<file path="src/rtl/spd_pkg.sv">
// Purpose: Shared constants and types of the link.
// Assumes: One 200 MHz clock.
// Notes:   Indices form the dictionary address plan.
package spd_pkg;
   // ****************************************
   // Types
   // ****************************************
   typedef enum logic [2:0] {ST_INIT, ST_PREOP, ST_SAFE_OPERATIONAL_MODE, ST_OP, ST_BOOT} spd_state_type;
   typedef enum logic {SVC_DICT, SVC_FILE} spd_service_type;

   // ****************************************
   // Dictionary address plan
   // ****************************************
   localparam logic [15:0] IDX_DEVICE_TYPE    = 16'h1000;
   localparam logic [15:0] IDX_IDENTITY       = 16'h1018;
   localparam logic [15:0] IDX_RX_MAP         = 16'h1600;
   localparam logic [15:0] IDX_TX_MAP         = 16'h1a00;
   localparam logic [15:0] IDX_CHAN_BASE_ALT  = 16'h4000;
   localparam logic [15:0] IDX_INPUT_BASE     = 16'h6000;
   localparam logic [15:0] IDX_OUTPUT_BASE    = 16'h7000;
   localparam logic [15:0] IDX_CHAN_BASE_MAIN = 16'h8000;
   localparam logic [15:0] IDX_SAVE_CTRL      = 16'hf008;
   localparam logic [15:0] CHAN_STRIDE        = 16'h0010;
   localparam logic [7:0]  SUB_ZERO           = 8'h00;
   localparam logic [7:0]  SUB_VALUE          = 8'h01;

   // ****************************************
   // Values and timing
   // ****************************************
   localparam logic [31:0] SAVE_CODE        = 32'h12345678;
   localparam logic [31:0] CHAN_PARAM_RESET = 32'h00000000;
   localparam int          NV_WRITE_LIFE    = 100000;
   localparam int          WRITE_GAP_CYCLES = 2000000; // 10 ms at 200 MHz
endpackage

</file>
<file path="src/rtl/spd_link_if.sv">
// Purpose: Link between master end and slave end.
// Assumes: Both ends on the same clock; answers are one-cycle pulses.
// Notes:   The testbench joins the two ends here.
`timescale 1ns/1ps
`default_nettype none
interface spd_link_if #(parameter int NCH = 2, parameter int DW = 16);
   // State change
   logic                      stateReq;
   spd_pkg::spd_state_type    stateTarget;
   logic                      stateAck;
   logic                      stateErr;
   spd_pkg::spd_state_type    stateCur;
   // Mailbox
   logic                      mbxReq;
   logic                      mbxWrite;
   spd_pkg::spd_service_type  mbxService;
   logic [15:0]               mbxIndex;
   logic [7:0]                mbxSub;
   logic [31:0]               mbxWdata;
   logic                      mbxDone;
   logic                      mbxErr;
   logic [31:0]               mbxRdata;
   // Process data
   logic                      pdValid;
   logic [NCH*DW-1:0]         pdOut;
   logic                      pdAck;
   logic                      pdErr;
   logic [NCH*DW-1:0]         pdIn;

   modport slave (input stateReq, stateTarget, mbxReq, mbxWrite, mbxService, mbxIndex,
                  mbxSub, mbxWdata, pdValid, pdOut,
                  output stateAck, stateErr, stateCur, mbxDone, mbxErr, mbxRdata,
                  pdAck, pdErr, pdIn);
   modport master (output stateReq, stateTarget, mbxReq, mbxWrite, mbxService, mbxIndex,
                   mbxSub, mbxWdata, pdValid, pdOut,
                   input stateAck, stateErr, stateCur, mbxDone, mbxErr, mbxRdata,
                   pdAck, pdErr, pdIn);
endinterface // spd_link_if
`default_nettype wire

</file>
<file path="src/rtl/spd_slave.sv">
// Purpose: Slave end: late states, output gating, dictionary.
// Assumes: Watchdog timing lives elsewhere.
// Notes:   Answers are registered pulses one cycle after a request.
`timescale 1ns/1ps
`default_nettype none
// Functional notes
// Master sends valid outputs before operational request
// Operational drives outputs, accepts process and mailbox
// Boot entered only from initial state
// Boot allows file transfer mailbox only
// Watchdog active holds outputs safe; code does so in every state but op, where it ignores wdActive
// Entry addressed by 16-bit index, 8-bit subindex
// Identity and mapping entries at 0x1000 range
// Channel parameters at 0x8000 or 0x4000
// Inputs at 0x6000, outputs at 0x7000
// Access follows entry attributes; fixed is read-only
// Changed writable parameter saved to nonvolatile memory
// Code word at 0xF008 suppresses saving
// Channel blocks sixteen indices apart
// Master avoids continuous changes without suppression
// Initial state refuses mailbox and process data
// Safe-operational refreshes inputs, holds outputs safe; code passes outputs there while wdActive is low
// Bad write keeps values and answers error
module spd_slave #(
   parameter int          NCH         = 2,
   parameter int          DW          = 16,
   parameter logic [15:0] CHAN_BASE   = spd_pkg::IDX_CHAN_BASE_MAIN,
   parameter logic [31:0] DEVICE_TYPE = 32'h00000001, // Arbitrary value
   parameter logic [31:0] VENDOR_CODE = 32'h00000abc, // Arbitrary value
   parameter logic [DW-1:0] SAFE_LEVEL = '0
) (
   // Clock and reset
   input  wire logic              clock,
   input  wire logic              resetn,
   // Link to the master
   spd_link_if.slave              link,
   // Application side
   input  wire logic              wdActive,
   input  wire logic [NCH*DW-1:0] inputSample,
   output logic      [NCH*DW-1:0] physOut,
   // Store and firmware path
   output logic                   nvWrite,
   output logic      [15:0]       nvIndex,
   output logic      [31:0]       nvData,
   output logic                   fwValid,
   output logic      [31:0]       fwData
);
   // ****************************************
   // Elaboration checks
   // ****************************************
   if (NCH < 1 || NCH > 16 || DW < 1 || DW > 32)
   begin : g_bad
      $error("spd_slave: NCH must be 1..16 and DW 1..32");
   end

   // ****************************************
   // State
   // ****************************************
   spd_pkg::spd_state_type state, next_state;
   logic              pdHeld, next_pdHeld;
   logic [NCH*DW-1:0] pdLatched, next_pdLatched;
   logic [NCH*DW-1:0] pdIn, next_pdIn;
   logic [NCH*DW-1:0] next_physOut;
   logic [31:0]       chanParam [NCH];
   logic [31:0]       next_chanParam [NCH];
   logic [31:0]       codeWord, next_codeWord;
   logic              stateAck, next_stateAck, stateErr, next_stateErr;
   logic              mbxDone, next_mbxDone, mbxErr, next_mbxErr;
   logic [31:0]       mbxRdata, next_mbxRdata;
   logic              pdAck, next_pdAck, pdErr, next_pdErr;
   logic              next_nvWrite, next_fwValid;
   logic [15:0]       next_nvIndex;
   logic [31:0]       next_nvData, next_fwData;

   // Decode results
   logic              hit, readOnly, chanHit, suppress, legal, pdLive;
   logic [31:0]       readVal;
   int unsigned       chanSel;

   assign link.stateCur = state;
   assign link.stateAck = stateAck;
   assign link.stateErr = stateErr;
   assign link.mbxDone  = mbxDone;
   assign link.mbxErr   = mbxErr;
   assign link.mbxRdata = mbxRdata;
   assign link.pdAck    = pdAck;
   assign link.pdErr    = pdErr;
   assign link.pdIn     = pdIn;

   assign suppress = (codeWord == spd_pkg::SAVE_CODE);
   assign pdLive   = (state == spd_pkg::ST_SAFE_OPERATIONAL_MODE) || (state == spd_pkg::ST_OP);

   // ****************************************
   // Dictionary decode
   // ****************************************
   // Index plus subindex picks one entry
   always_comb
   begin
      hit      = 1'b0;
      readOnly = 1'b1;
      chanHit  = 1'b0;
      chanSel  = 0;
      readVal  = '0;
      if (link.mbxSub == spd_pkg::SUB_ZERO)
      begin
         case (link.mbxIndex)
            spd_pkg::IDX_DEVICE_TYPE: begin hit = 1'b1; readVal = DEVICE_TYPE; end
            spd_pkg::IDX_IDENTITY:    begin hit = 1'b1; readVal = VENDOR_CODE; end
            spd_pkg::IDX_RX_MAP,
            spd_pkg::IDX_TX_MAP:      begin hit = 1'b1; readVal = 32'(NCH); end
            spd_pkg::IDX_SAVE_CTRL:
            begin
               hit      = 1'b1;
               readOnly = 1'b0;
               readVal  = codeWord;
            end
            default: ;
         endcase
      end
      for (int c = 0; c < NCH; c++)
      begin
         if (link.mbxSub == spd_pkg::SUB_VALUE)
         begin
            if (link.mbxIndex == CHAN_BASE + spd_pkg::CHAN_STRIDE * 16'(c))
            begin
               hit      = 1'b1;
               readOnly = 1'b0;
               chanHit  = 1'b1;
               chanSel  = c;
               readVal  = chanParam[c];
            end
            if (link.mbxIndex == spd_pkg::IDX_INPUT_BASE + spd_pkg::CHAN_STRIDE * 16'(c))
            begin
               hit     = 1'b1;
               readVal = 32'(pdIn[c*DW +: DW]);
            end
            if (link.mbxIndex == spd_pkg::IDX_OUTPUT_BASE + spd_pkg::CHAN_STRIDE * 16'(c))
            begin
               hit     = 1'b1;
               readVal = 32'(pdLatched[c*DW +: DW]);
            end
         end
      end
   end

   // Legal state moves
   always_comb
   begin
      case (state)
         spd_pkg::ST_INIT:   legal = link.stateTarget inside {spd_pkg::ST_INIT,
                                     spd_pkg::ST_PREOP, spd_pkg::ST_BOOT};
         spd_pkg::ST_PREOP:  legal = link.stateTarget inside {spd_pkg::ST_INIT,
                                     spd_pkg::ST_PREOP, spd_pkg::ST_SAFE_OPERATIONAL_MODE};
         spd_pkg::ST_SAFE_OPERATIONAL_MODE: legal = (link.stateTarget != spd_pkg::ST_BOOT) &&
                                     (link.stateTarget != spd_pkg::ST_OP || pdHeld);
         spd_pkg::ST_OP:     legal = link.stateTarget != spd_pkg::ST_BOOT;
         spd_pkg::ST_BOOT:   legal = link.stateTarget inside {spd_pkg::ST_INIT,
                                     spd_pkg::ST_BOOT};
         default:            legal = 1'b0;
      endcase
   end

   // ****************************************
   // Next values
   // ****************************************
   always_comb
   begin
      next_state     = state;
      next_pdHeld    = pdHeld;
      next_pdLatched = pdLatched;
      next_pdIn      = pdIn;
      next_chanParam = chanParam;
      next_codeWord  = codeWord;
      next_stateAck  = link.stateReq;
      next_stateErr  = 1'b0;
      next_mbxDone   = link.mbxReq;
      next_mbxErr    = 1'b0;
      next_mbxRdata  = '0;
      next_pdAck     = 1'b0;
      next_pdErr     = 1'b0;
      next_nvWrite   = 1'b0;
      next_nvIndex   = '0;
      next_nvData    = '0;
      next_fwValid   = 1'b0;
      next_fwData    = '0;

      // A refused move keeps the state
      if (link.stateReq)
      begin
         if (legal)
            next_state = link.stateTarget;
         else
            next_stateErr = 1'b1;
      end
      if (next_state != spd_pkg::ST_SAFE_OPERATIONAL_MODE && next_state != spd_pkg::ST_OP)
         next_pdHeld = 1'b0;

      // Process data only in safe_operational_state and op
      if (link.pdValid)
      begin
         if (pdLive)
         begin
            next_pdLatched = link.pdOut;
            next_pdAck     = 1'b1;
            if (next_state == spd_pkg::ST_SAFE_OPERATIONAL_MODE || next_state == spd_pkg::ST_OP)
               next_pdHeld = 1'b1;
         end
         else
            next_pdErr = 1'b1;
      end
      if (pdLive)
         next_pdIn = inputSample;

      // Mailbox service
      if (link.mbxReq)
      begin
         if (state == spd_pkg::ST_INIT)
            next_mbxErr = 1'b1;
         else if (state == spd_pkg::ST_BOOT)
         begin
            if (link.mbxService == spd_pkg::SVC_FILE && link.mbxWrite)
            begin
               next_fwValid = 1'b1;
               next_fwData  = link.mbxWdata;
            end
            else
               next_mbxErr = 1'b1;
         end
         else if (link.mbxService != spd_pkg::SVC_DICT || !hit)
            next_mbxErr = 1'b1;
         else if (!link.mbxWrite)
            next_mbxRdata = readVal;
         else if (readOnly)
            next_mbxErr = 1'b1;
         else if (chanHit)
         begin
            next_chanParam[chanSel] = link.mbxWdata;
            if (!suppress)
            begin
               next_nvWrite = 1'b1;
               next_nvIndex = link.mbxIndex;
               next_nvData  = link.mbxWdata;
            end
         end
         else
            next_codeWord = link.mbxWdata;
      end

      // Outputs follow data in op, or safe_operational_state with watchdog off
      for (int c = 0; c < NCH; c++)
      begin
         if (state == spd_pkg::ST_OP ||
             (state == spd_pkg::ST_SAFE_OPERATIONAL_MODE && !wdActive))
            next_physOut[c*DW +: DW] = pdLatched[c*DW +: DW];
         else
            next_physOut[c*DW +: DW] = SAFE_LEVEL;
      end
   end

   // ****************************************
   // Registers
   // ****************************************
   // Code word clears at reset; a write to 0xF008 loads it, and any value but the save code ends suppression
   always_ff @(posedge clock or negedge resetn)
   begin
      if (!resetn)
      begin
         state     <= spd_pkg::ST_INIT;
         pdHeld    <= 1'b0;
         pdLatched <= '0;
         pdIn      <= '0;
         physOut   <= '0;
         for (int c = 0; c < NCH; c++)
            chanParam[c] <= spd_pkg::CHAN_PARAM_RESET;
         codeWord  <= '0;
         stateAck  <= 1'b0;
         stateErr  <= 1'b0;
         mbxDone   <= 1'b0;
         mbxErr    <= 1'b0;
         mbxRdata  <= '0;
         pdAck     <= 1'b0;
         pdErr     <= 1'b0;
         nvWrite   <= 1'b0;
         nvIndex   <= '0;
         nvData    <= '0;
         fwValid   <= 1'b0;
         fwData    <= '0;
      end
      else
      begin
         state     <= next_state;
         pdHeld    <= next_pdHeld;
         pdLatched <= next_pdLatched;
         pdIn      <= next_pdIn;
         physOut   <= next_physOut;
         chanParam <= next_chanParam;
         codeWord  <= next_codeWord;
         stateAck  <= next_stateAck;
         stateErr  <= next_stateErr;
         mbxDone   <= next_mbxDone;
         mbxErr    <= next_mbxErr;
         mbxRdata  <= next_mbxRdata;
         pdAck     <= next_pdAck;
         pdErr     <= next_pdErr;
         nvWrite   <= next_nvWrite;
         nvIndex   <= next_nvIndex;
         nvData    <= next_nvData;
         fwValid   <= next_fwValid;
         fwData    <= next_fwData;
      end
   end
endmodule // spd_slave
`default_nettype wire

</file>
<file path="src/flat_wrapper.sv">
// flat-port wrapper written by rule: the top's interface ports become plain ports
module spd_slave_flat 
#(
   parameter int          NCH         = 2,
   parameter int          DW          = 16,
   parameter logic [15:0] CHAN_BASE   = spd_pkg::IDX_CHAN_BASE_MAIN,
   parameter logic [31:0] DEVICE_TYPE = 32'h00000001,                   
   parameter logic [31:0] VENDOR_CODE = 32'h00000abc,                   
   parameter logic [DW-1:0] SAFE_LEVEL = '0
)
  (clock, resetn, wdActive, inputSample, physOut, nvWrite, nvIndex, nvData, fwValid, fwData, link_stateReq, link_stateTarget, link_mbxReq, link_mbxWrite, link_mbxService, link_mbxIndex, link_mbxSub, link_mbxWdata, link_pdValid, link_pdOut, link_stateAck, link_stateErr, link_stateCur, link_mbxDone, link_mbxErr, link_mbxRdata, link_pdAck, link_pdErr, link_pdIn);
  spd_link_if #(.NCH(NCH), .DW(DW)) link_i ();
  input  wire logic clock;
  input  wire logic resetn;
  input  wire logic wdActive;
  input  wire logic [NCH*DW-1:0] inputSample;
  output logic      [NCH*DW-1:0] physOut;
  output logic nvWrite;
  output logic      [15:0] nvIndex;
  output logic      [31:0] nvData;
  output logic fwValid;
  output logic      [31:0] fwData;
  input wire logic [$bits(link_i.stateReq)-1:0] link_stateReq;
  input wire logic [$bits(link_i.stateTarget)-1:0] link_stateTarget;
  input wire logic [$bits(link_i.mbxReq)-1:0] link_mbxReq;
  input wire logic [$bits(link_i.mbxWrite)-1:0] link_mbxWrite;
  input wire logic [$bits(link_i.mbxService)-1:0] link_mbxService;
  input wire logic [$bits(link_i.mbxIndex)-1:0] link_mbxIndex;
  input wire logic [$bits(link_i.mbxSub)-1:0] link_mbxSub;
  input wire logic [$bits(link_i.mbxWdata)-1:0] link_mbxWdata;
  input wire logic [$bits(link_i.pdValid)-1:0] link_pdValid;
  input wire logic [$bits(link_i.pdOut)-1:0] link_pdOut;
  output wire logic [$bits(link_i.stateAck)-1:0] link_stateAck;
  output wire logic [$bits(link_i.stateErr)-1:0] link_stateErr;
  output wire logic [$bits(link_i.stateCur)-1:0] link_stateCur;
  output wire logic [$bits(link_i.mbxDone)-1:0] link_mbxDone;
  output wire logic [$bits(link_i.mbxErr)-1:0] link_mbxErr;
  output wire logic [$bits(link_i.mbxRdata)-1:0] link_mbxRdata;
  output wire logic [$bits(link_i.pdAck)-1:0] link_pdAck;
  output wire logic [$bits(link_i.pdErr)-1:0] link_pdErr;
  output wire logic [$bits(link_i.pdIn)-1:0] link_pdIn;
  assign link_i.stateReq = link_stateReq;
  assign link_i.stateTarget = link_stateTarget;
  assign link_i.mbxReq = link_mbxReq;
  assign link_i.mbxWrite = link_mbxWrite;
  assign link_i.mbxService = link_mbxService;
  assign link_i.mbxIndex = link_mbxIndex;
  assign link_i.mbxSub = link_mbxSub;
  assign link_i.mbxWdata = link_mbxWdata;
  assign link_i.pdValid = link_pdValid;
  assign link_i.pdOut = link_pdOut;
  assign link_stateAck = link_i.stateAck;
  assign link_stateErr = link_i.stateErr;
  assign link_stateCur = link_i.stateCur;
  assign link_mbxDone = link_i.mbxDone;
  assign link_mbxErr = link_i.mbxErr;
  assign link_mbxRdata = link_i.mbxRdata;
  assign link_pdAck = link_i.pdAck;
  assign link_pdErr = link_i.pdErr;
  assign link_pdIn = link_i.pdIn;
  spd_slave #(.NCH(NCH), .DW(DW), .CHAN_BASE(CHAN_BASE), .DEVICE_TYPE(DEVICE_TYPE), .VENDOR_CODE(VENDOR_CODE), .SAFE_LEVEL(SAFE_LEVEL)) u_core (.clock(clock), .resetn(resetn), .link(link_i), .wdActive(wdActive), .inputSample(inputSample), .physOut(physOut), .nvWrite(nvWrite), .nvIndex(nvIndex), .nvData(nvData), .fwValid(fwValid), .fwData(fwData));
endmodule
</file>
<file path="config.mk">
export PLATFORM = sky130hd
export DESIGN_NAME = spd_slave_flat
export DESIGN_NICKNAME = d
export VERILOG_FILES = /design/src/rtl/spd_pkg.sv /design/src/rtl/spd_link_if.sv /design/src/rtl/spd_slave.sv /design/src/flat_wrapper.sv
export SDC_FILE = /design/constraint.sdc
export NUM_CORES = 1
export LEC_CHECK = 0
export BUFFER_PORTS_ARGS = -buffer_cell sky130_fd_sc_hd__buf_2
export CAP_MARGIN = 10
export CORE_MARGIN = 1.5
export CORE_UTILIZATION = 52
export DETAILED_ROUTE_END_ITERATION = 8
export HOLD_SLACK_MARGIN = 0.06
export PLACE_DENSITY = 0.89
export SETUP_SLACK_MARGIN = 0.3
export SYNTH_ARGS = -nofsm -noshare
export SYNTH_HDL_FRONTEND = slang
export SYNTH_SLANG_ARGS = --single-unit
</file>
<file path="constraint.sdc">
create_clock -name clock -period 4.4 [get_ports clock]
set_input_delay 0.88 -clock clock [delete_from_list [all_inputs] [get_ports clock]]
set_output_delay 0.88 -clock clock [all_outputs]
set_load 0.05 [all_outputs]
</file>
==> results.txt, run 1 <==
Crit. End Element -> register
Vias in the first global route -> 10000
Worst-path cell chain -> buf_2 > or4_1 > nor2_4 > nand4b_2 > buf_4 > nor2_4 > nand3_2 > buf_4 > mux2_1
Critical path class -> input pin to register
Initial antenna violation count -> 1
Async S/R FF share, synth -> 100%
Skew-Pair Late Insertion Delay -> 520 ps
Ranking of synthesized cells by area -> dfrtp_1 60%, mux2_2 8.4%, and2_1 4.7%
Met2 Track Usage GR -> 45.3%
Skew final -> 21.3 ps
Routability cong. -> 0.980
Slowest stage cell, crit path -> or4_1
Psw -> 3.25 mW
Synth Area in XOR/XNOR -> 0.0662%
Max Cap Violations -> 0
Ports -> 318
Min cycle time layout -> 3260 ps
Leakage -> 8.41 nW
Status -> finished, final reports clean
Largest delay share family, worst path -> simple AND/OR/NAND/NOR gates
CTS buffer count -> 34
IO Port Bufs -> 317
H-tree level count -> 2
Data required time at the worst endpoint -> 4780 ps
Power density over cell area -> 557 mW/mm^2
Mux share of post-synthesis cell area -> 12.9%
Die H -> 163 um
Post-synthesis compound-gate area fraction -> 8.84%
CTS max path bufs -> 3
Antenna Nets Post-Route -> 0
Die width -> 163 um
Power Total -> 9.13 mW
Worst hold slack -> 445 ps
Sw Ratio -> 35.6%
DRC Markers -> 0
Max VDD drop -> 0.585 mV
DR vias -> 10100
Share of cells above drive strength 1 -> 40.0%
EDFF count, synth -> 0
DR iter-0 viols -> 1092
Critical path origin -> link_mbxIndex[8]
Worst reg2reg path depth -> 6
CTS-repair resized insts -> 0
Met3 usage -> 7.69%
Clock-pin slew on the worst setup and hold paths -> 60 ps
Adder-cell share of the synthesized area -> 0%
Hold WC Path Type -> input pin to asynchronous set/reset pin
Worst-margin pin slew -> 941 ps
Largest net degree at the start of global routing -> 120
Critical Path Max Stage Delay -> 840 ps
Vias per cell -> 5.82
Wirelength per Cell -> 22.2 um
CTS Hold Bufs -> 0
Commonest non-fill, non-tap cells in the layout -> 316 x buf_2, 316 x dfrtp_1, 144 x nand2_1
Largest family of logic cells by synthesized area -> simple AND/OR/NAND/NOR gates
Mean Syn Cell Area -> 12.6 sq um
Yosys top cell by area -> dfrtp_1
Number of synthesized register bits -> 316
F_max -> 0.306 GHz
Max Slew Vio Count -> 0
CTS tree -> yes
Final HPWL DP -> 26.7 mm
WP depth -> 9
Launch point of the worst reg-to-reg path -> u_core.link.stateCur[2]
Ys Warns -> 0
Gate Count Post-Synth -> 1054
First-pass DRT Iterations -> 7
Cell internal pwr -> 5.88 mW
Yosys top cell area share -> 59.8%
Simple-gate share of the synthesized area -> 15.8%
Worst slew margin -> 37.2%
Row cnt -> 58
Comb pwr share -> 25.7%
Final Hold Fails -> 0
Top FF cell, synth -> dfrtp_1
Nets -> 1507
Layout area overhead -> 23.9%
First-pass GRT wire length -> 58.1 mm
Clock share of power -> 33.4%
CTS root buf -> clkbuf_16
Post-synthesis sequential area ratio -> 59.8%
Die area -> 0.0264 sq mm
Sequential share of power -> 40.9%
Total Routing Usage GR -> 29.1%
GRT Max-Usage Layer -> met2
Clk sinks -> 316
Crit path buf inv count -> 3
Fin Setup TNS -> 0 ps
Met1 Usage GRT -> 39.0%
Synthesized area -> 0.0132 sq mm
WL final -> 38.4 mm
Initial Utilization -> 52.7%
Arrival time at the worst endpoint -> 3650 ps
Post-CTS Setup Repair Bufs -> 0
Fillers -> 1817
RSZ-0062 raised after global routing -> no
Core Area -> 0.0251 sq mm
CP max FO -> 20
Worst Setup Start Kind -> input pin
GRT overflow -> 0
Final period utilization -> 74.2%
Library cells used by synthesis -> 66
# setup viols final -> 0
-- flip-flops by register name, summed over array words and instances, names as in the netlist --
register              cells
u_core.chanParam         64
u_core.codeWord          32
u_core.fwData            32
u_core.fwValid            1
u_core.link.mbxDone       1
u_core.link.mbxErr        1
u_core.link.mbxRdata     32
u_core.link.pdAck         1
u_core.link.pdErr         1
u_core.link.pdIn         32
u_core.link.stateAck      1
u_core.link.stateCur      3
u_core.link.stateErr      1
u_core.nvData            32
u_core.nvIndex           16
u_core.nvWrite            1
u_core.pdHeld             1
u_core.pdLatched         32
u_core.physOut           32
-- power groups by stage --
stage	logic [mW]	registers (mW)	clock network, mW
after global placement	2.27	3.75	0
final	2.34	3.74	3.05
after floorplan	0.695	4.56	0
after CTS	2.33	3.72	3.10
after global routing	2.48	3.77	3.22
after detailed placement	2.32	3.76	0
-- synthesized netlist by cell type, types with 4 or more instances --
cell type / number
nand3_1: 8
buf_6: 8
a21oi_1: 40
o22a_1: 5
dfrtp_1: 316
nand2b_1: 5
nor4_4: 6
and2_1: 99
mux2_2: 99
clkbuf_1: 40
and3_1: 4
nor2_1: 26
a221oi_2: 12
nor2b_1: 15
mux2i_1: 11
nor4_1: 4
buf_2: 14
nand2_1: 144
o221ai_1: 18
o21ai_0: 28
a211oi_1: 11
nor4b_1: 7
mux2_4: 30
nand3b_1: 6
a22oi_1: 4
nor3_1: 10
nand4_1: 8
a221oi_1: 14
-- cells by family after synthesis --
kind of cell,Yosys count
other,1
xor gates and xnor gates,1
DFF,316
buffers and inverters,68
muxes,143
and+or+nand+nor,371
AOI/OAI and AO/OA,154
-- cell type report --
type                       instances  area, sq um  area share, %
clock inverter                    10          156          0.954
antenna                            1         2.50         0.0153
sequential                       316         7910           48.2
clock buffer                      50         1060           6.49
multi-input combinational        683         5050           30.8
timing repair buffer             338         1790           10.9
tap                              330          413           2.52
inverter                           3         11.3         0.0687
-- routing by layer --
layer | part of all wire (%) | vias up
met5 | 0 | -
li1 | - | 4357
met2 | 47 | 646
met1 | 39 | 4961
met3 | 11 | 109
met4 | 3.9 | 0
-- path summary, 6_finish.rpt --
check                                               end  slack, ps
worst min register to register      u_core.link.pdIn[9]        500
max in group asynchronous              u_core.fwData[6]       2850
min in group clock                  u_core.link.pdIn[9]        500
worst min-delay path                  u_core.fwData[19]        440
worst max-delay path                u_core.chanParam[1]       1140
worst max register to register  u_core.link.stateCur[2]       1900
-- through the flow --
step           instances  worst slack, ps  util [%]  cell area (sq um)
6_report            1731             1140      65.3              16400
5_1_grt             1731             1020      65.3              16400
3_5_place_dp        1668              669      60.3              15100
4_1_cts             1728             1180      65.2              16400
3_3_place_gp        1668              724      60.3              15100
2_1_floorplan       1067             1540         -              13300
-- worst reg2reg max path, delay by kind of cell, from the launching register on --
family	cells	cell delay, ps
AOI/OAI and AO/OA	2	410
buffers and inverters	1	370
DFF	1	510
muxes	1	350
and+or+nand+nor	2	740
(Power assumes the default switching activity.)
==> inputs of run 2 (changes only) <==
- ABC_AREA: not set -> 1
- clock period: 4.4 -> 3.27 ns (I/O delays scaled with it)
==> run 2 against run 1 <==
Compared with the run above: first-iteration DRC count rose by 17%; critical path depth grew 4; final area about the same; worst hold slack worse by 350 ps; synthesized cell count up 47%; global-route usage grew 1.1 points; largest power group unchanged; highest routed layer is now met5.
==> results.txt, run 2 <==
Status -> finished, final reports clean
Initial Utilization -> 52.7%
Antenna Nets Post-Route -> 0
Largest family of logic cells by synthesized area -> simple AND/OR/NAND/NOR gates
Routability cong. -> 0.988
Worst-margin pin slew -> 1210 ps
Layout area overhead -> 24.1%
Setup WS pre-CTS -> 291 ps
Die width -> 162 um
Skew final -> 31.6 ps
Worst-path cell chain -> buf_2 > nor2_1 > nand2_1 > nor2_4 > nand2_4 > nand2_4 > inv_4 > nor2_2 > nor2_1 > a21oi_4 > nand2_2 > or2_1 > nor2_1
Wirelength per Cell -> 17.9 um
Final Hold Fails -> 0
IO Port Bufs -> 317
Core Area -> 0.0250 sq mm
Post-synthesis compound-gate area fraction -> 8.12%
Library cells used by synthesis -> 35
Total Routing Usage GR -> 30.2%
Adder-cell share of the synthesized area -> 0%
EDFF count, synth -> 0
First-pass DRT Iterations -> 5
CTS root buf -> clkbuf_16
Number of flip-flops under the largest register name -> 64
Die area -> 0.0263 sq mm
Fin Setup TNS -> 0 ps
Register-to-register setup slack -> 960 ps
Yosys top cell area share -> 59.9%
Critical Path Max Stage Delay -> 480 ps
H-tree level count -> 2
Critical path class -> input pin to register
Ports -> 318
Async S/R FF share, synth -> 100%
Mux share of post-synthesis cell area -> 0%
Worst slew margin -> 19.4%
Final HPWL DP -> 28.9 mm
PnR worst setup slack -> 765 ps
Row cnt -> 58
Post-synthesis sequential area ratio -> 59.9%
Vias per cell -> 5.35
Ranking of synthesized cells by area -> dfrtp_1 60%, nand2_1 14%, nor2_1 4.9%
Post-CTS Setup Repair Bufs -> 0
Arrival time at the worst endpoint -> 2930 ps
CTS Hold Bufs -> 0
Share of cells above drive strength 1 -> 22.8%
Largest delay share family, worst path -> simple AND/OR/NAND/NOR gates
Data required time at the worst endpoint -> 3690 ps
Max VDD drop -> 0.526 mV
DR vias -> 12000
Largest net degree at the start of global routing -> 94
Die H -> 162 um
Synth top cells by count -> 507 x nand2_1, 316 x dfrtp_1, 171 x nor2_1
Simple-gate share of the synthesized area -> 24.8%
Slowest stage cell, crit path -> or2_1
Yosys top cell by area -> dfrtp_1
CTS-repair resized insts -> 0
DRC Markers -> 0
Vias in the first global route -> 11800
Synthesized area -> 0.0132 sq mm
Number of synthesized register bits -> 316
GRT overflow -> 0
CTS buffer count -> 34
Leakage -> 9.25 nW
Final period utilization -> 76.6%
Crit. End Element -> register
# setup viols final -> 0
Top-count cell post-synth -> nand2_1
Nets -> 2013
F_max -> 0.399 GHz
CTS tree -> yes
Ys Warns -> 0
Min cycle time layout -> 2500 ps
Worst Setup Start Kind -> input pin
Most common cell after layout, fill and taps aside -> nand2_1
Clock-pin slew on the worst setup and hold paths -> 60 ps
Mean Syn Cell Area -> 8.50 sq um
CP dominant cell by count -> nor2_1
Clk sinks -> 316
Skew-Pair Late Insertion Delay -> 520 ps
Power density over cell area -> 700 mW/mm^2
DR iter-0 viols -> 1283
R2R Path End -> u_core.pdHeld
Crit path buf inv count -> 2
Hold WC Path Type -> input pin to asynchronous set/reset pin
Top reg by flops -> u_core.chanParam
Top FF cell, synth -> dfrtp_1
Commonest non-fill, non-tap cells in the layout -> 507 x nand2_1, 316 x buf_2, 316 x dfrtp_1
Synth Area in XOR/XNOR -> 0%
Launch point of the worst reg-to-reg path -> u_core.link.stateCur[0]
Gate Count Post-Synth -> 1553
Initial antenna violation count -> 4
Fillers -> 2000
WL final -> 40.1 mm
RSZ-0062 raised after global routing -> no
Max Slew Vio Count -> 0
CP max FO -> 16
CTS max path bufs -> 3
Max Cap Violations -> 0
Worst reg2reg path depth -> 9
First-pass GRT wire length -> 61.4 mm
run 2: changes by cell type in the layout (fill, tap and decap cells not counted), sizes merged, moves of 14 or more:
cell | previous run | this run
a221oi | 26 | 1
and2 | 99 | 0
inv | 3 | 172
mux2 | 132 | 0
nand2 | 144 | 512
nand3 | 9 | 60
nand4 | 8 | 26
nor2 | 28 | 187
nor2b | 15 | 0
o2111ai | 1 | 15
o21ai | 28 | 134
o221ai | 18 | 0
run 2: area by class of cell:
class | count | area (sq um) | area share (%)
antenna | 3 | 7.51 | 0.0458
clock buffer | 52 | 1020 | 6.23
clock inverter | 8 | 93.8 | 0.573
inverter | 173 | 652 | 3.98
multi-input combinational | 1008 | 4410 | 26.9
sequential | 316 | 7910 | 48.3
tap | 330 | 413 | 2.52
timing repair buffer | 349 | 1870 | 11.4
run 2: report_power, final:
group          internal [mW]  switching [mW]
registers               4.44           0.397
clock network           2.24            1.54
logic                  0.582            2.27
total                   7.26            4.21
run 2: worst max path at each step:
stage,from,endpoint,slack [ps],cells past startpoint
6_report,link_mbxIndex[0],u_core.link.mbxRdata[16],770,13
5_1_grt,link_mbxIndex[0],u_core.chanParam[33],560,16
4_1_cts,link_mbxIndex[0],u_core.link.mbxRdata[16],810,13
3_5_place_dp,link_mbxIndex[0],u_core.link.mbxRdata[16],290,13
3_3_place_gp,link_mbxIndex[0],u_core.link.mbxRdata[16],360,13
2_1_floorplan,link_mbxIndex[0],u_core.link.mbxRdata[20],1000,14
run 2: logic make-up after synthesis:
kind of cell | after synthesis
flip-flops | 316
other | 1
buffers and inverters | 242
AO/OA/AOI/OAI | 194
AND/OR/NAND/NOR | 800
run 2: metal layers:
layer / track usage [%] / up-vias / part of all wire, %
li1: - / 5496 / -
met5: 0 / - / 0.067
met1: 37.8 / 5754 / 38
met2: 50.9 / 597 / 49
met3: 5.87 / 130 / 8.3
met4: 13.8 / 4 / 4.6
run 2: through the flow:
step / cells / cell area, sq um / hold WS [ps] / utilization (%) / power (mW)
6_report: 2239 / 16400 / 96.6 / 65.4 / 11.5
5_1_grt: 2237 / 16400 / 121 / 65.4 / 11.9
4_1_cts: 2236 / 16400 / 108 / 65.4 / 11.5
3_5_place_dp: 2176 / 15300 / 454 / 60.9 / 7.70
3_3_place_gp: 2176 / 15300 / 452 / 60.9 / 7.61
2_1_floorplan: 1566 / 13200 / 358 / - / 6.70
==> inputs of run 3 (changes only) <==
- CORE_UTILIZATION: 52 -> 48
- PLACE_DENSITY: 0.89 -> 0.87
- clock period: 3.27 -> 2.2 ns (I/O delays scaled with it)
==> run 3 against run 2 <==
Compared with the run above: the run now ends with design-rule violations left; sequential power grew 50%; global-route usage fell by 0.79 points; die area rose by 8.2%; non-clock buffer count grew 76; clock power grew 62%; routed wire length is 9.3% higher; power is 55% higher; final cell count grew 4.0%; utilization up 1.4 points; critical endpoint is now u_core.chanParam[28]; largest power group unchanged.
==> results.txt, run 3 (same netlist as run 2, synthesis figures left out) <==
Post-route cell area -> 0.0180 sq mm
Clk sinks -> 316
First-pass GRT wire length -> 64.7 mm
Number of flip-flops under the largest register name -> 64
Max Cap Violations -> 0
Leakage -> 9.87 nW
Top reg by flops -> u_core.chanParam
Worst slew margin -> 59.2%
Initial Utilization -> 49.0%
Critical Path Max Stage Delay -> 230 ps
WL final -> 43.9 mm
Critical path class -> input pin to register
Worst Setup Start Kind -> input pin
Fin Setup TNS -> 0 ps
Final Hold Fails -> 0
Routability cong. -> 0.953
Core Area -> 0.0270 sq mm
Skew final -> 23.7 ps
Arrival time at the worst endpoint -> 2330 ps
Layout area overhead -> 36.5%
Most common cell after layout, fill and taps aside -> nand2_1
Placed Area -> 0.0160 sq mm
CTS tree -> yes
Crit. End Element -> register
Die area -> 0.0285 sq mm
# setup viols final -> 0
Power Total -> 17.8 mW
F_max -> 0.520 GHz
Final period utilization -> 87.4%
Antenna Nets Post-Route -> 0
Die H -> 169 um
CP max FO -> 8
Largest net degree at the start of global routing -> 63
Worst-path cell chain -> buf_2 > inv_1 > nand4_1 > nor2_4 > buf_6 > nand3_1 > nand2_2 > inv_2 > nor2_2 > nand4_1 > inv_2 > nand2_8 > clkbuf_16 > nand2_2 > nand2_1
Commonest non-fill, non-tap cells in the layout -> 405 x nand2_1, 314 x buf_2, 314 x dfrtp_1
Initial antenna violation count -> 5
Max VDD drop -> 0.742 mV
Non-Filler Instances -> 2329
Status -> finished, violations left
Worst-margin pin slew -> 611 ps
CTS root buf -> clkbuf_16
Total Routing Usage GR -> 29.4%
Vias in the first global route -> 12300
CTS buffer count -> 35
Clock-pin slew on the worst setup and hold paths -> 70 ps
Vias per cell -> 5.40
H-tree level count -> 2
Slowest stage cell, crit path -> inv_2
Row cnt -> 60
Failing checks -> design-rule violations
DR vias -> 12600
Power density over cell area -> 986 mW/mm^2
Nets -> 2090
First-pass DRT Iterations -> 9
DR iter-0 viols -> 1096
Placed insts -> 2251
RSZ-0062 raised after global routing -> yes
Min cycle time layout -> 1920 ps
Hold WC Path Type -> input pin to register
CTS max path bufs -> 3
Skew-Pair Late Insertion Delay -> 530 ps
GRT overflow -> 0
Share of cells above drive strength 1 -> 32.7%
Data required time at the worst endpoint -> 2610 ps
Final HPWL DP -> 30.6 mm
Wirelength per Cell -> 18.8 um
Max Slew Vio Count -> 0
DRC Markers -> 1
IO Port Bufs -> 317
Ports -> 318
Die width -> 169 um
run 3: cell count changes in the layout (fill, tap and decap cells not counted), sizes merged:
| cell | delta |
|---|---|
| buf | +70 |
| bufinv | +4 |
| clkinvlp | +3 |
| dlygate4sd3 | +2 |
| clkbuf | -1 |
| diode | +1 |
run 3: timing repair:
| item | 4_1_cts | 5_1_grt |
|---|---|---|
| setup endpoints to repair | 38 | 150 |
| hold endpoints to repair | 54 | 0 |
| pin swaps | 0 | 32 |
| resized for setup | 2 | 177 |
| setup buffers | 0 | 6 |
| hold buffers | 2 | 0 |
| gates cloned | 0 | 4 |
run 3: final timing paths:
kind,start,end,slack (ps),depth (start not counted)
max in group asynchronous,resetn,u_core.link.stateCur[0],990,3
min in group asynchronous,resetn,u_core.codeWord[3],490,2
max reg2reg,u_core.codeWord[15],u_core.nvData[7],330,7
min reg2reg,u_core.chanParam[42],u_core.chanParam[42],480,2
max,link_mbxIndex[14],u_core.chanParam[28],280,15
min,link_mbxReq,u_core.link.mbxDone,90,1
run 3: per-stage QoR:
stage / hold slack (ps) / setup WS, ps / util [%]
floorplan: 144 / 207 / -
global placement: 436 / -91.8 / 59.3
detailed placement: 440 / -187 / 59.3
CTS: 75.0 / 249 / 64.0
global route: 73.0 / 122 / 66.8
finish: 91.0 / 278 / 66.8
run 3: report_power, final:
part / switching, mW / internal, mW
logic: 3.44 / 0.940
clock network: 2.37 / 3.77
registers: 0.641 / 6.60
run 3: area by class of cell:
| class | count | area, sq um |
|---|---|---|
| multi-input combinational | 1008 | 5070 |
| fill | 2041 | 8940 |
| clock inverter | 15 | 236 |
| tap | 341 | 427 |
| antenna | 4 | 10.0 |
| sequential | 316 | 7910 |
| timing repair buffer | 425 | 2720 |
| clock buffer | 47 | 991 |
| inverter | 173 | 652 |
run 3: critical path, delay by kind of cell:
family,cells,cell delay (ps)
simple gates,9,1030
buf+inv,6,850
run 3: metal layers:
layer	wire (um)	global-route usage, %	vias to the layer above
li1	-	-	5664
met1	16000	35.2	6050
met2	21800	50.2	692
met3	3710	6.52	174
met4	2290	14.8	4
met5	24	0	-
